--- config.mk ---
export PLATFORM = sky130hd
export DESIGN_NAME = port_cd_pins
export DESIGN_NICKNAME = d
export VERILOG_FILES = /design/src/port_cd_pkg.sv /design/src/port_cd_pins.sv
export SDC_FILE = /design/constraint.sdc
export NUM_CORES = 1
export LEC_CHECK = 0
export BUFFER_PORTS_ARGS = -buffer_cell sky130_fd_sc_hd__buf_2
export CAP_MARGIN = 20
export CORE_ASPECT_RATIO = 1.2
export CORE_UTILIZATION = 49
export CTS_BUF_LIST = sky130_fd_sc_hd__clkbuf_4 sky130_fd_sc_hd__clkbuf_8
export DETAILED_ROUTE_END_ITERATION = 6
export GPL_TIMING_DRIVEN = 0
export PLACE_DENSITY_LB_ADDON = 0.12
export SLEW_MARGIN = 20
export SYNTH_ARGS = -nofsm -noshare
export SYNTH_HDL_FRONTEND = slang
export SYNTH_SLANG_ARGS = --single-unit
--- constraint.sdc ---
create_clock -name ref_clk -period 1.45 [get_ports ref_clk]
set_input_delay 0 -clock ref_clk [delete_from_list [all_inputs] [get_ports ref_clk]]
set_output_delay 0 -clock ref_clk [all_outputs]
set_load 0.01 [all_outputs]
--- src/port_cd_pkg.sv ---
// Package: register map, reset values, bit positions and carriers
`default_nettype none
package port_cd_pkg;
  localparam logic [7:0] OFS_FIRST_PINS = 8'h00;
  localparam logic [7:0] OFS_FIRST_LATCH = 8'h04;
  localparam logic [7:0] OFS_FIRST_DIR = 8'h08;
  localparam logic [7:0] OFS_SECOND_PINS = 8'h0C;
  localparam logic [7:0] OFS_SECOND_LATCH = 8'h10;
  localparam logic [7:0] OFS_SECOND_DIR = 8'h14;
  localparam logic [7:0] OFS_MEMORY_CONTROL = 8'h18;
  localparam logic [7:0] OFS_SEVENTH_PORT = 8'h1C;
  localparam logic [7:0] OFS_PARALLEL_CONTROL = 8'h20;

  localparam logic [7:0] RST_DIR = 8'hFF;
  localparam logic [7:0] RST_LATCH = 8'h00;
  localparam logic RST_EXT_BUS_DISABLE = 1'b1;
  localparam logic RST_PULLUP_ENABLE = 1'b0;
  localparam logic RST_PARALLEL_MODE = 1'b0;

  localparam int unsigned BIT_EXT_BUS_DISABLE = 7;
  localparam int unsigned BIT_PULLUP_ENABLE = 7;
  localparam int unsigned BIT_PARALLEL_MODE = 4;

  localparam int unsigned PIN_CCP = 1;
  localparam int unsigned PIN_CLK = 3;
  localparam int unsigned PIN_DATA = 4;
  localparam int unsigned PIN_SPI_OUT = 5;
  localparam int unsigned PIN_TX = 6;
  localparam int unsigned PIN_RX = 7;

  typedef struct packed {
    logic [7:0] out;
    logic [7:0] oe;
  } pad_drive_s;

  typedef struct packed {
    logic ccp2_en;
    logic ccp2_out;
    logic ccp2_oe;
    logic spi_en;
    logic spi_clk_master;
    logic spi_clk_out;
    logic spi_out_first;
    logic i2c_en;
    logic i2c_smbus;
    logic i2c_clock_low;
    logic i2c_data_low;
    logic serial_en;
    logic serial_sync;
    logic serial_clk_master;
    logic serial_transmit_first;
    logic serial_data_drive;
  } periph_drive_s;

  typedef struct packed {
    logic ccp2_capture_in;
    logic spi_clk_in;
    logic spi_in_first;
    logic i2c_clock_first;
    logic i2c_data_first;
    logic serial_sync_clock_first;
    logic serial_receive_first;
    logic serial_sync_data_first;
  } periph_feed_s;
endpackage
`default_nettype wire

--- src/port_cd_pins.sv ---
// Pin logic for the whole first port and the whole second port
//
// The implementer's own choices: the strobed register port and the placing of the registers.
`timescale 1ns/1ps
`default_nettype none
module port_cd_pins (
  input wire logic ref_clk,
  input wire logic rstn,
  input wire logic [7:0] reg_addr,
  input wire logic [7:0] reg_wdata,
  input wire logic reg_write,
  input wire logic reg_read,
  output logic [7:0] reg_rdata,
  input wire logic [7:0] first_port_in,
  output port_cd_pkg::pad_drive_s first_pad,
  input wire logic [7:0] second_port_in,
  output port_cd_pkg::pad_drive_s second_pad,
  output logic [7:0] second_pullup,
  output logic second_ttl_select,
  output logic [7:0] second_port_levels,
  input wire logic second_ccp_pin_select,
  input wire port_cd_pkg::periph_drive_s periph,
  output port_cd_pkg::periph_feed_s feed,
  output logic [1:0] i2c_buffer_select,
  output logic i2c_buffer_smbus,
  input wire logic [7:0] ext_bus_ad_out,
  input wire logic ext_bus_ad_oe,
  input wire logic parallel_read_oe,
  output logic ext_bus_disable,
  output logic parallel_slave_mode_bit
);
  import port_cd_pkg::*;

  ////////////////////////////////////////////////////////////////////////
  // Pin synchronisers: the first stage is read by the second only

  logic [7:0] first_meta;
  logic [7:0] first_sync;
  logic [7:0] second_meta;
  logic [7:0] second_sync;

  always_ff @(posedge ref_clk or negedge rstn) begin
    if (!rstn) begin
      first_meta <= 8'h00;
      first_sync <= 8'h00;
      second_meta <= 8'h00;
      second_sync <= 8'h00;
    end else begin
      first_meta <= first_port_in;
      first_sync <= first_meta;
      second_meta <= second_port_in;
      second_sync <= second_meta;
    end
  end

  ////////////////////////////////////////////////////////////////////////
  // Register file

  logic [7:0] first_port_latch;
  logic [7:0] first_port_direction;
  logic [7:0] second_port_latch;
  logic [7:0] second_port_direction;
  logic second_port_pullup_enable;
  logic [7:0] next_first_latch;
  logic [7:0] next_first_dir;
  logic [7:0] next_second_latch;
  logic [7:0] next_second_dir;
  logic next_ext_bus_disable;
  logic next_pullup_enable;
  logic next_parallel_mode;
  logic [7:0] next_rdata;

  always_comb begin
    next_first_latch = first_port_latch;
    next_first_dir = first_port_direction;
    next_second_latch = second_port_latch;
    next_second_dir = second_port_direction;
    next_ext_bus_disable = ext_bus_disable;
    next_pullup_enable = second_port_pullup_enable;
    next_parallel_mode = parallel_slave_mode_bit;
    next_rdata = 8'h00;
    if (reg_write) begin
      case (reg_addr)
        OFS_FIRST_PINS, OFS_FIRST_LATCH:
          next_first_latch = reg_wdata;
        OFS_FIRST_DIR: next_first_dir = reg_wdata;
        OFS_SECOND_PINS, OFS_SECOND_LATCH:
          next_second_latch = reg_wdata;
        OFS_SECOND_DIR: next_second_dir = reg_wdata;
        OFS_MEMORY_CONTROL:
          next_ext_bus_disable = reg_wdata[BIT_EXT_BUS_DISABLE];
        OFS_SEVENTH_PORT:
          next_pullup_enable = reg_wdata[BIT_PULLUP_ENABLE];
        OFS_PARALLEL_CONTROL:
          next_parallel_mode = reg_wdata[BIT_PARALLEL_MODE];
        default: ;
      endcase
    end
    if (reg_read) begin
      case (reg_addr)
        OFS_FIRST_PINS: next_rdata = first_sync;
        OFS_FIRST_LATCH: next_rdata = first_port_latch;
        OFS_FIRST_DIR: next_rdata = first_port_direction;
        OFS_SECOND_PINS: next_rdata = second_sync;
        OFS_SECOND_LATCH: next_rdata = second_port_latch;
        OFS_SECOND_DIR: next_rdata = second_port_direction;
        OFS_MEMORY_CONTROL:
          next_rdata[BIT_EXT_BUS_DISABLE] = ext_bus_disable;
        OFS_SEVENTH_PORT:
          next_rdata[BIT_PULLUP_ENABLE] = second_port_pullup_enable;
        OFS_PARALLEL_CONTROL:
          next_rdata[BIT_PARALLEL_MODE] = parallel_slave_mode_bit;
        default: next_rdata = 8'h00;
      endcase
    end
  end

  always_ff @(posedge ref_clk or negedge rstn) begin
    if (!rstn) begin
      first_port_latch <= RST_LATCH;
      first_port_direction <= RST_DIR;
      second_port_latch <= RST_LATCH;
      second_port_direction <= RST_DIR;
      ext_bus_disable <= RST_EXT_BUS_DISABLE;
      second_port_pullup_enable <= RST_PULLUP_ENABLE;
      parallel_slave_mode_bit <= RST_PARALLEL_MODE;
      reg_rdata <= 8'h00;
    end else begin
      first_port_latch <= next_first_latch;
      first_port_direction <= next_first_dir;
      second_port_latch <= next_second_latch;
      second_port_direction <= next_second_dir;
      ext_bus_disable <= next_ext_bus_disable;
      second_port_pullup_enable <= next_pullup_enable;
      parallel_slave_mode_bit <= next_parallel_mode;
      reg_rdata <= next_rdata;
    end
  end

  ////////////////////////////////////////////////////////////////////////
  // Pad steering, registered so every output leaves a flip-flop

  pad_drive_s next_first_pad;
  pad_drive_s next_second_pad;
  logic [7:0] next_pullup;
  logic next_ttl;
  periph_feed_s next_feed;
  logic [1:0] next_i2c_sel;

  always_comb begin
    next_first_pad.out = first_port_latch;
    next_first_pad.oe = ~first_port_direction;
    // Capture/compare may tristate itself during a PWM shutdown
    if (second_ccp_pin_select && periph.ccp2_en &&
        !first_port_direction[PIN_CCP]) begin
      next_first_pad.out[PIN_CCP] = periph.ccp2_out;
      next_first_pad.oe[PIN_CCP] = periph.ccp2_oe;
    end
    if (periph.spi_en && !first_port_direction[PIN_CLK])
      next_first_pad.out[PIN_CLK] = periph.spi_clk_out;
    // I2C lines are open drain: drive low or release
    if (periph.i2c_en && first_port_direction[PIN_CLK]) begin
      next_first_pad.out[PIN_CLK] = 1'b0;
      next_first_pad.oe[PIN_CLK] = periph.i2c_clock_low;
    end
    if (periph.i2c_en && first_port_direction[PIN_DATA]) begin
      next_first_pad.out[PIN_DATA] = 1'b0;
      next_first_pad.oe[PIN_DATA] = periph.i2c_data_low;
    end
    if (periph.spi_en && !first_port_direction[PIN_SPI_OUT])
      next_first_pad.out[PIN_SPI_OUT] = periph.spi_out_first;
    if (periph.serial_en && first_port_direction[PIN_TX]) begin
      next_first_pad.out[PIN_TX] = periph.serial_transmit_first;
      next_first_pad.oe[PIN_TX] = !periph.serial_sync ||
                                  periph.serial_clk_master;
    end
    // Sync data pin drives only while the transceiver sends
    if (periph.serial_en && periph.serial_sync &&
        first_port_direction[PIN_RX]) begin
      next_first_pad.out[PIN_RX] = periph.serial_transmit_first;
      next_first_pad.oe[PIN_RX] = periph.serial_data_drive;
    end

    next_feed.ccp2_capture_in = second_ccp_pin_select &
                                first_sync[PIN_CCP];
    next_feed.spi_clk_in = first_sync[PIN_CLK];
    next_feed.i2c_clock_first = first_port_direction[PIN_CLK] &
                                first_sync[PIN_CLK];
    next_feed.i2c_data_first = first_port_direction[PIN_DATA] &
                               first_sync[PIN_DATA];
    next_feed.spi_in_first = first_port_direction[PIN_DATA] &
                             first_sync[PIN_DATA];
    next_feed.serial_sync_clock_first = first_sync[PIN_TX];
    next_feed.serial_receive_first = first_port_direction[PIN_RX] &
                                     first_sync[PIN_RX];
    next_feed.serial_sync_data_first = first_sync[PIN_RX];
    next_i2c_sel = {2{periph.i2c_en}} &
                   first_port_direction[PIN_DATA:PIN_CLK];

    // Memory bus first, then parallel port, then plain port
    if (!ext_bus_disable) begin
      next_second_pad.out = ext_bus_ad_out;
      next_second_pad.oe = {8{ext_bus_ad_oe}};
    end else if (parallel_slave_mode_bit) begin
      next_second_pad.out = second_port_latch;
      next_second_pad.oe = {8{parallel_read_oe}};
    end else begin
      next_second_pad.out = second_port_latch;
      next_second_pad.oe = ~second_port_direction;
    end
    next_pullup = {8{second_port_pullup_enable}} &
                  ~next_second_pad.oe;
    next_ttl = parallel_slave_mode_bit || !ext_bus_disable;
  end

  always_ff @(posedge ref_clk or negedge rstn) begin
    if (!rstn) begin
      first_pad <= '{out: 8'h00, oe: 8'h00};
      second_pad <= '{out: 8'h00, oe: 8'h00};
      second_pullup <= 8'h00;
      second_ttl_select <= 1'b0;
      second_port_levels <= 8'h00;
      feed <= '0;
      i2c_buffer_select <= 2'h0;
      i2c_buffer_smbus <= 1'b0;
    end else begin
      first_pad <= next_first_pad;
      second_pad <= next_second_pad;
      second_pullup <= next_pullup;
      second_ttl_select <= next_ttl;
      second_port_levels <= second_sync;
      feed <= next_feed;
      i2c_buffer_select <= next_i2c_sel;
      i2c_buffer_smbus <= periph.i2c_smbus;
    end
  end
endmodule // port_cd_pins
`default_nettype wire

# After elaboration in Yosys (flattened, before gate mapping)
# Cells that the tools add are included.
[op_classes]
n_mux = 19
reduce_logical = 26
eq_ne = 8
n_bitwise = 9
[ops]
columns = ["op", "n"]
rows = [
  ["$eq A8 B5 Y1 const B", 4],
  ["$not A8 Y8", 3],
  ["$pmux W4 S6", 1],
  ["$eq A8 B4 Y1 const B", 2],
  ["$mux W16", 1],
  ["$mux W8", 2],
  ["$reduce_and A2 Y1", 7],
  ["$mux W1", 12],
  ["$pmux W2 S6", 1],
  ["$logic_and A1 B1 Y1", 9],
  ["$and A8 B8 Y8", 1],
  ["$eq A8 B3 Y1 const B", 1],
  ["$eq A8 B6 Y1 const B", 1],
  ["$logic_not A8 Y1", 1],
  ["$pmux W1 S8", 1],
  ["$pmux W1 S7", 1],
  ["$logic_not A1 Y1", 5],
  ["$and A1 B1 Y1", 4],
  ["$reduce_or A2 Y1", 2],
  ["$and A2 B2 Y2", 1],
  ["$logic_or A1 B1 Y1", 2],
]
[word_totals]
input_bits = 63
out_inout_bits = 70
elab_cells = 90
ff_bits = 134

# Logic depth before layout (Yosys ltp)
[depth]
word_depth = 5
depth_mapped = 6
mapped_depth_nobuf = 4

# Least setup slack after synthesis
# No wires, ideal clock.
[synth_path]
path_type = "flip-flop to flip-flop"
start = "register ext_bus_disable"
end = "register second_pullup[4]"
t_arrival_ns = 1.303
n_path_buf = 1
path_slack_ns = 0.023
path_stages_with_launch = 5
synth_period_minus_slack_ns = 1.427
setup_ns = 0.124
required_ns = 1.326
cell_sequence = "dfstp_2 -> buf_1 -> a31oi_1 -> o21ai_0 -> nor2_1"
[synth_lines]
columns = ["element", "line_no", "text"]
rows = [
  ["start: declaration", "port_cd_pins.sv:29", "output logic ext_bus_disable,"],
  ["start signal: assignment", "port_cd_pins.sv:133", "ext_bus_disable <= next_ext_bus_disable;"],
  ["end signal: assignment", "port_cd_pins.sv:229", "second_pullup <= next_pullup;"],
  ["end: declaration", "port_cd_pins.sv:18", "output logic [7:0] second_pullup,"],
]

==> flow_metrics.env <==
export IMPL_overflow=0
export IMPL_power_mw=7.813
export IMPL_wirelength_mm=11.29
export IMPL_clkPwrFrac_pct=38.5
export IMPL_start_kind="flop"
export IMPL_grt_usage_pct=23.91
export IMPL_crit_chain="nand2_1, o22ai_1, dlygate4sd3_1"
export IMPL_irDropWorstVdd_uv=778.5
export IMPL_min_from="reg_addr[0]"
export IMPL_netSwitchingFraction_pct=24.85
export IMPL_drv_slew=0
export IMPL_grt_max_degree=77
export IMPL_fin_worst_skew_ps=7.647
export IMPL_drive_gt1_share_pct=46.97
export IMPL_firstDrtPassIters=4
export IMPL_wl_met3_um=526
export IMPL_setup_tns_final_ps=0
export IMPL_vias=3375
export IMPL_cts_setup_buffers=0
export IMPL_hpwl_mm=6.981
export IMPL_die_area_um2=10290
export IMPL_yosysWarnings=0
export IMPL_worst_path_buf_inv=1
export IMPL_port_buffers=129
export IMPL_fin_crit_ps=1385
export IMPL_syn_inst=319
export IMPL_wl_per_cell_um=16.90
export IMPL_arrival_ps=1770
export IMPL_syn_area_um2=4846
export IMPL_via_per_inst=5.052
export IMPL_path_max_fanout=7
export IMPL_clock_sinks=134
export IMPL_final_common_cell="buf_2"
export IMPL_area_delta_synth_final_pct=38.99
export IMPL_path_class="reg -> reg"
export IMPL_cpPeakStageDelay_ps=590
export IMPL_place_congestion=0.7901
export IMPL_grt_pass1_wl_mm=18.00
export IMPL_required_ps=1830
export IMPL_r2r_start="first_port_direction[3]$_DFFE_PN1P_"
export IMPL_final_cell_mix="134 x buf_2, 117 x dfrtp_1, 64 x dlygate4sd3_1"
export IMPL_antenna_found_initial=1
export IMPL_fmax_mhz=721.9
export IMPL_yosys_area_top_type_share_pct=60.42
export IMPL_drt_iter0_markers=193
export IMPL_synth_area_top_cells="dfrtp_1 60%, mux2_2 12%, dfstp_2 9.2%"
export IMPL_cp_end_kind="flop"
export IMPL_async_flop_share_pct=100.0
export IMPL_status="finished clean"
export IMPL_holdWs_ps=30.21
export IMPL_ys_flop_type="dfrtp_1"
export IMPL_final_antenna_net_count=0
export IMPL_nets=595
export IMPL_synth_cell_types=44
export IMPL_r2r_cells=3
export IMPL_holdPathEnd="reg_rdata[4]$_DFF_PN0_"
export IMPL_p_seq_share_pct=51.7
export IMPL_initial_utilization_pct=50.67
export IMPL_diodes=0
export IMPL_intPower_mw=5.871
export IMPL_grt_pass1_vias=3493
export IMPL_ys_seq_area_share_pct=69.64
export IMPL_cts_htree_levels=4
export IMPL_clk_pin_slew_worst_paths_ps=70
export IMPL_r2r_end="first_pad[11]$_DFF_PN0_"
export IMPL_num_rows=39
export IMPL_min_period_over_period_pct=95.54
export IMPL_tightest_slew_ps=429.0
export IMPL_min_path_type="in -> reg"
export IMPL_ys_ff_latch=134
export IMPL_top_layer_used="met5"
export IMPL_numCtsBuffers=17
export IMPL_rsz0062_at_grt="no"
export IMPL_die_h_um=110.9
export IMPL_cts_tree="done"
export IMPL_drc=0
export IMPL_pin_count=133
export IMPL_fin_cells=668
export IMPL_relSlewSlack_pct=71.40
export IMPL_met2_length_mm=5.728
export IMPL_whs_path_depth=4
export IMPL_fill_cells=693
export IMPL_clockBufferDepth=2
export IMPL_power_switching_mw=1.942
export IMPL_core_area_um2=9564
export IMPL_insertion_delay_ps=440
export IMPL_postSynthAreaPerCell_um2=15.19
export IMPL_postSynthNetCount=382
export IMPL_p_leak_nw=3.208
export IMPL_placed_cells=572
export IMPL_ff2ff_setup_slack_ps=60
export IMPL_finalSetupViolations=0
export IMPL_cp_slowest_cell="dfstp_2"
export IMPL_crit_family="flip-flops"
export IMPL_powerDensity_nw_per_um2=1160
export IMPL_cts_root_buf="clkbuf_8"
export IMPL_synth_edff_count=0
export IMPL_final_hold_viol_count=0
export IMPL_yosysTopAreaCell="dfrtp_1"
export IMPL_fp_dieW_um=92.78
export IMPL_max_cap_violations=0
export IMPL_drt_met1_wl_mm=4.858
export IMPL_combPwrFrac_pct=9.8
[worst max-delay path by stage]
stage | start | end | slack (ps) | depth (start not counted)
finish | first_port_direction[3]$_DFFE_PN1P_ | first_pad[11]$_DFF_PN0_ | 60 | 3
global route | first_port_direction[3]$_DFFE_PN1P_ | first_pad[11]$_DFF_PN0_ | 6 | 3
CTS | ext_bus_disable$_DFFE_PN1P_ | second_pullup[6]$_DFF_PN0_ | 50 | 4
detailed placement | ext_bus_disable$_DFFE_PN1P_ | second_pullup[6]$_DFF_PN0_ | -610 | 4
global placement | rstn | first_meta[1]$_DFF_PN0_ | -1280 | 1
floorplan | ext_bus_disable$_DFFE_PN1P_ | second_pullup[4]$_DFF_PN0_ | 20 | 4
[cells by family after synthesis]
| group | share of synthesized area, % |
|---|---|
| flops | 69.64 |
| mux | 16.09 |
| buf+inv | 1.627 |
| compound gates | 3.641 |
| simple gates | 9.011 |
[timing repair]
item / CTS / global route
hold buffers: 64 / 0
gates cloned: 0 / 0
setup endpoints to repair: 25 / 7
hold endpoints to repair: 215 / 0
pin swaps: 0 / 0
gates resized for setup: 6 / 2
[state kept, by name, summed over array words and instances (netlist names)]
signal,cells
first_sync,8
second_pad,16
second_port_direction,8
reg_rdata,8
feed,7
second_sync,8
second_meta,8
second_port_pullup_enable,1
i2c_buffer_smbus,1
second_port_latch,8
ext_bus_disable,1
first_pad,16
parallel_slave_mode_bit,1
first_port_direction,8
first_meta,8
second_pullup,8
second_port_levels,8
second_ttl_select,1
first_port_latch,8
i2c_buffer_select,2
[tightest hold or removal path, delay by kind of cell]
family,cells,cell delay [ps]
AND/OR/NAND/NOR,2,220
AO/OA/AOI/OAI,1,100
buffers and inverters,1,110
[synth_stat cells (2+ instances only)]
cell,count
a21oi_1,3
a22oi_1,5
a31oi_1,2
and2_1,7
and3_1,2
buf_2,6
dfrtp_1,117
dfstp_2,17
inv_1,6
mux2_2,52
mux2i_1,7
mux4_2,5
nand2_1,12
nand3_1,7
nand3b_1,3
nand4_1,3
nor2_1,21
nor2_4,2
nor2b_1,5
nor4_1,2
o21ai_0,10
o22ai_1,2
or3_1,2
[power groups by stage]
stage               logic (mW)  registers [mW]  clock network, mW
finish                   0.765            4.04               3.01
global route             0.840            4.06               3.22
CTS                      0.760            4.04               3.05
detailed placement       0.625            4.11                  0
global placement         0.597            4.10                  0
floorplan                0.251            4.13                  0
[per-stage QoR]
step                area [µm²]  util [%]  setup slack [ps]
finish                    6735     70.42             64.74
CTS                       6723     70.29             54.98
global route              6735     70.42             5.521
detailed placement        5683     59.42            -612.8
global placement          5645     59.03             -1276
floorplan                 4846         -             23.36
[per-layer routing]
metal	track usage (%)	up-vias
li1	-	1546
met1	30.33	1699
met2	39.46	110
met3	6.722	18
met4	8.000	2
met5	0	-
[layout make-up]
type                    instances  area [µm²]  area share, %
clock buffers                  17       234.0          3.474
well taps                     123       153.9          2.285
flip-flops and latches        134        3374          50.10
plain buffers                  10       63.81         0.9474
clock inverters                15       155.1          2.304
inverters                       6       22.52         0.3344
repair buffers                194        1324          19.65
multi-input cells             169        1408          20.90
(Power assumes the default switching activity.)
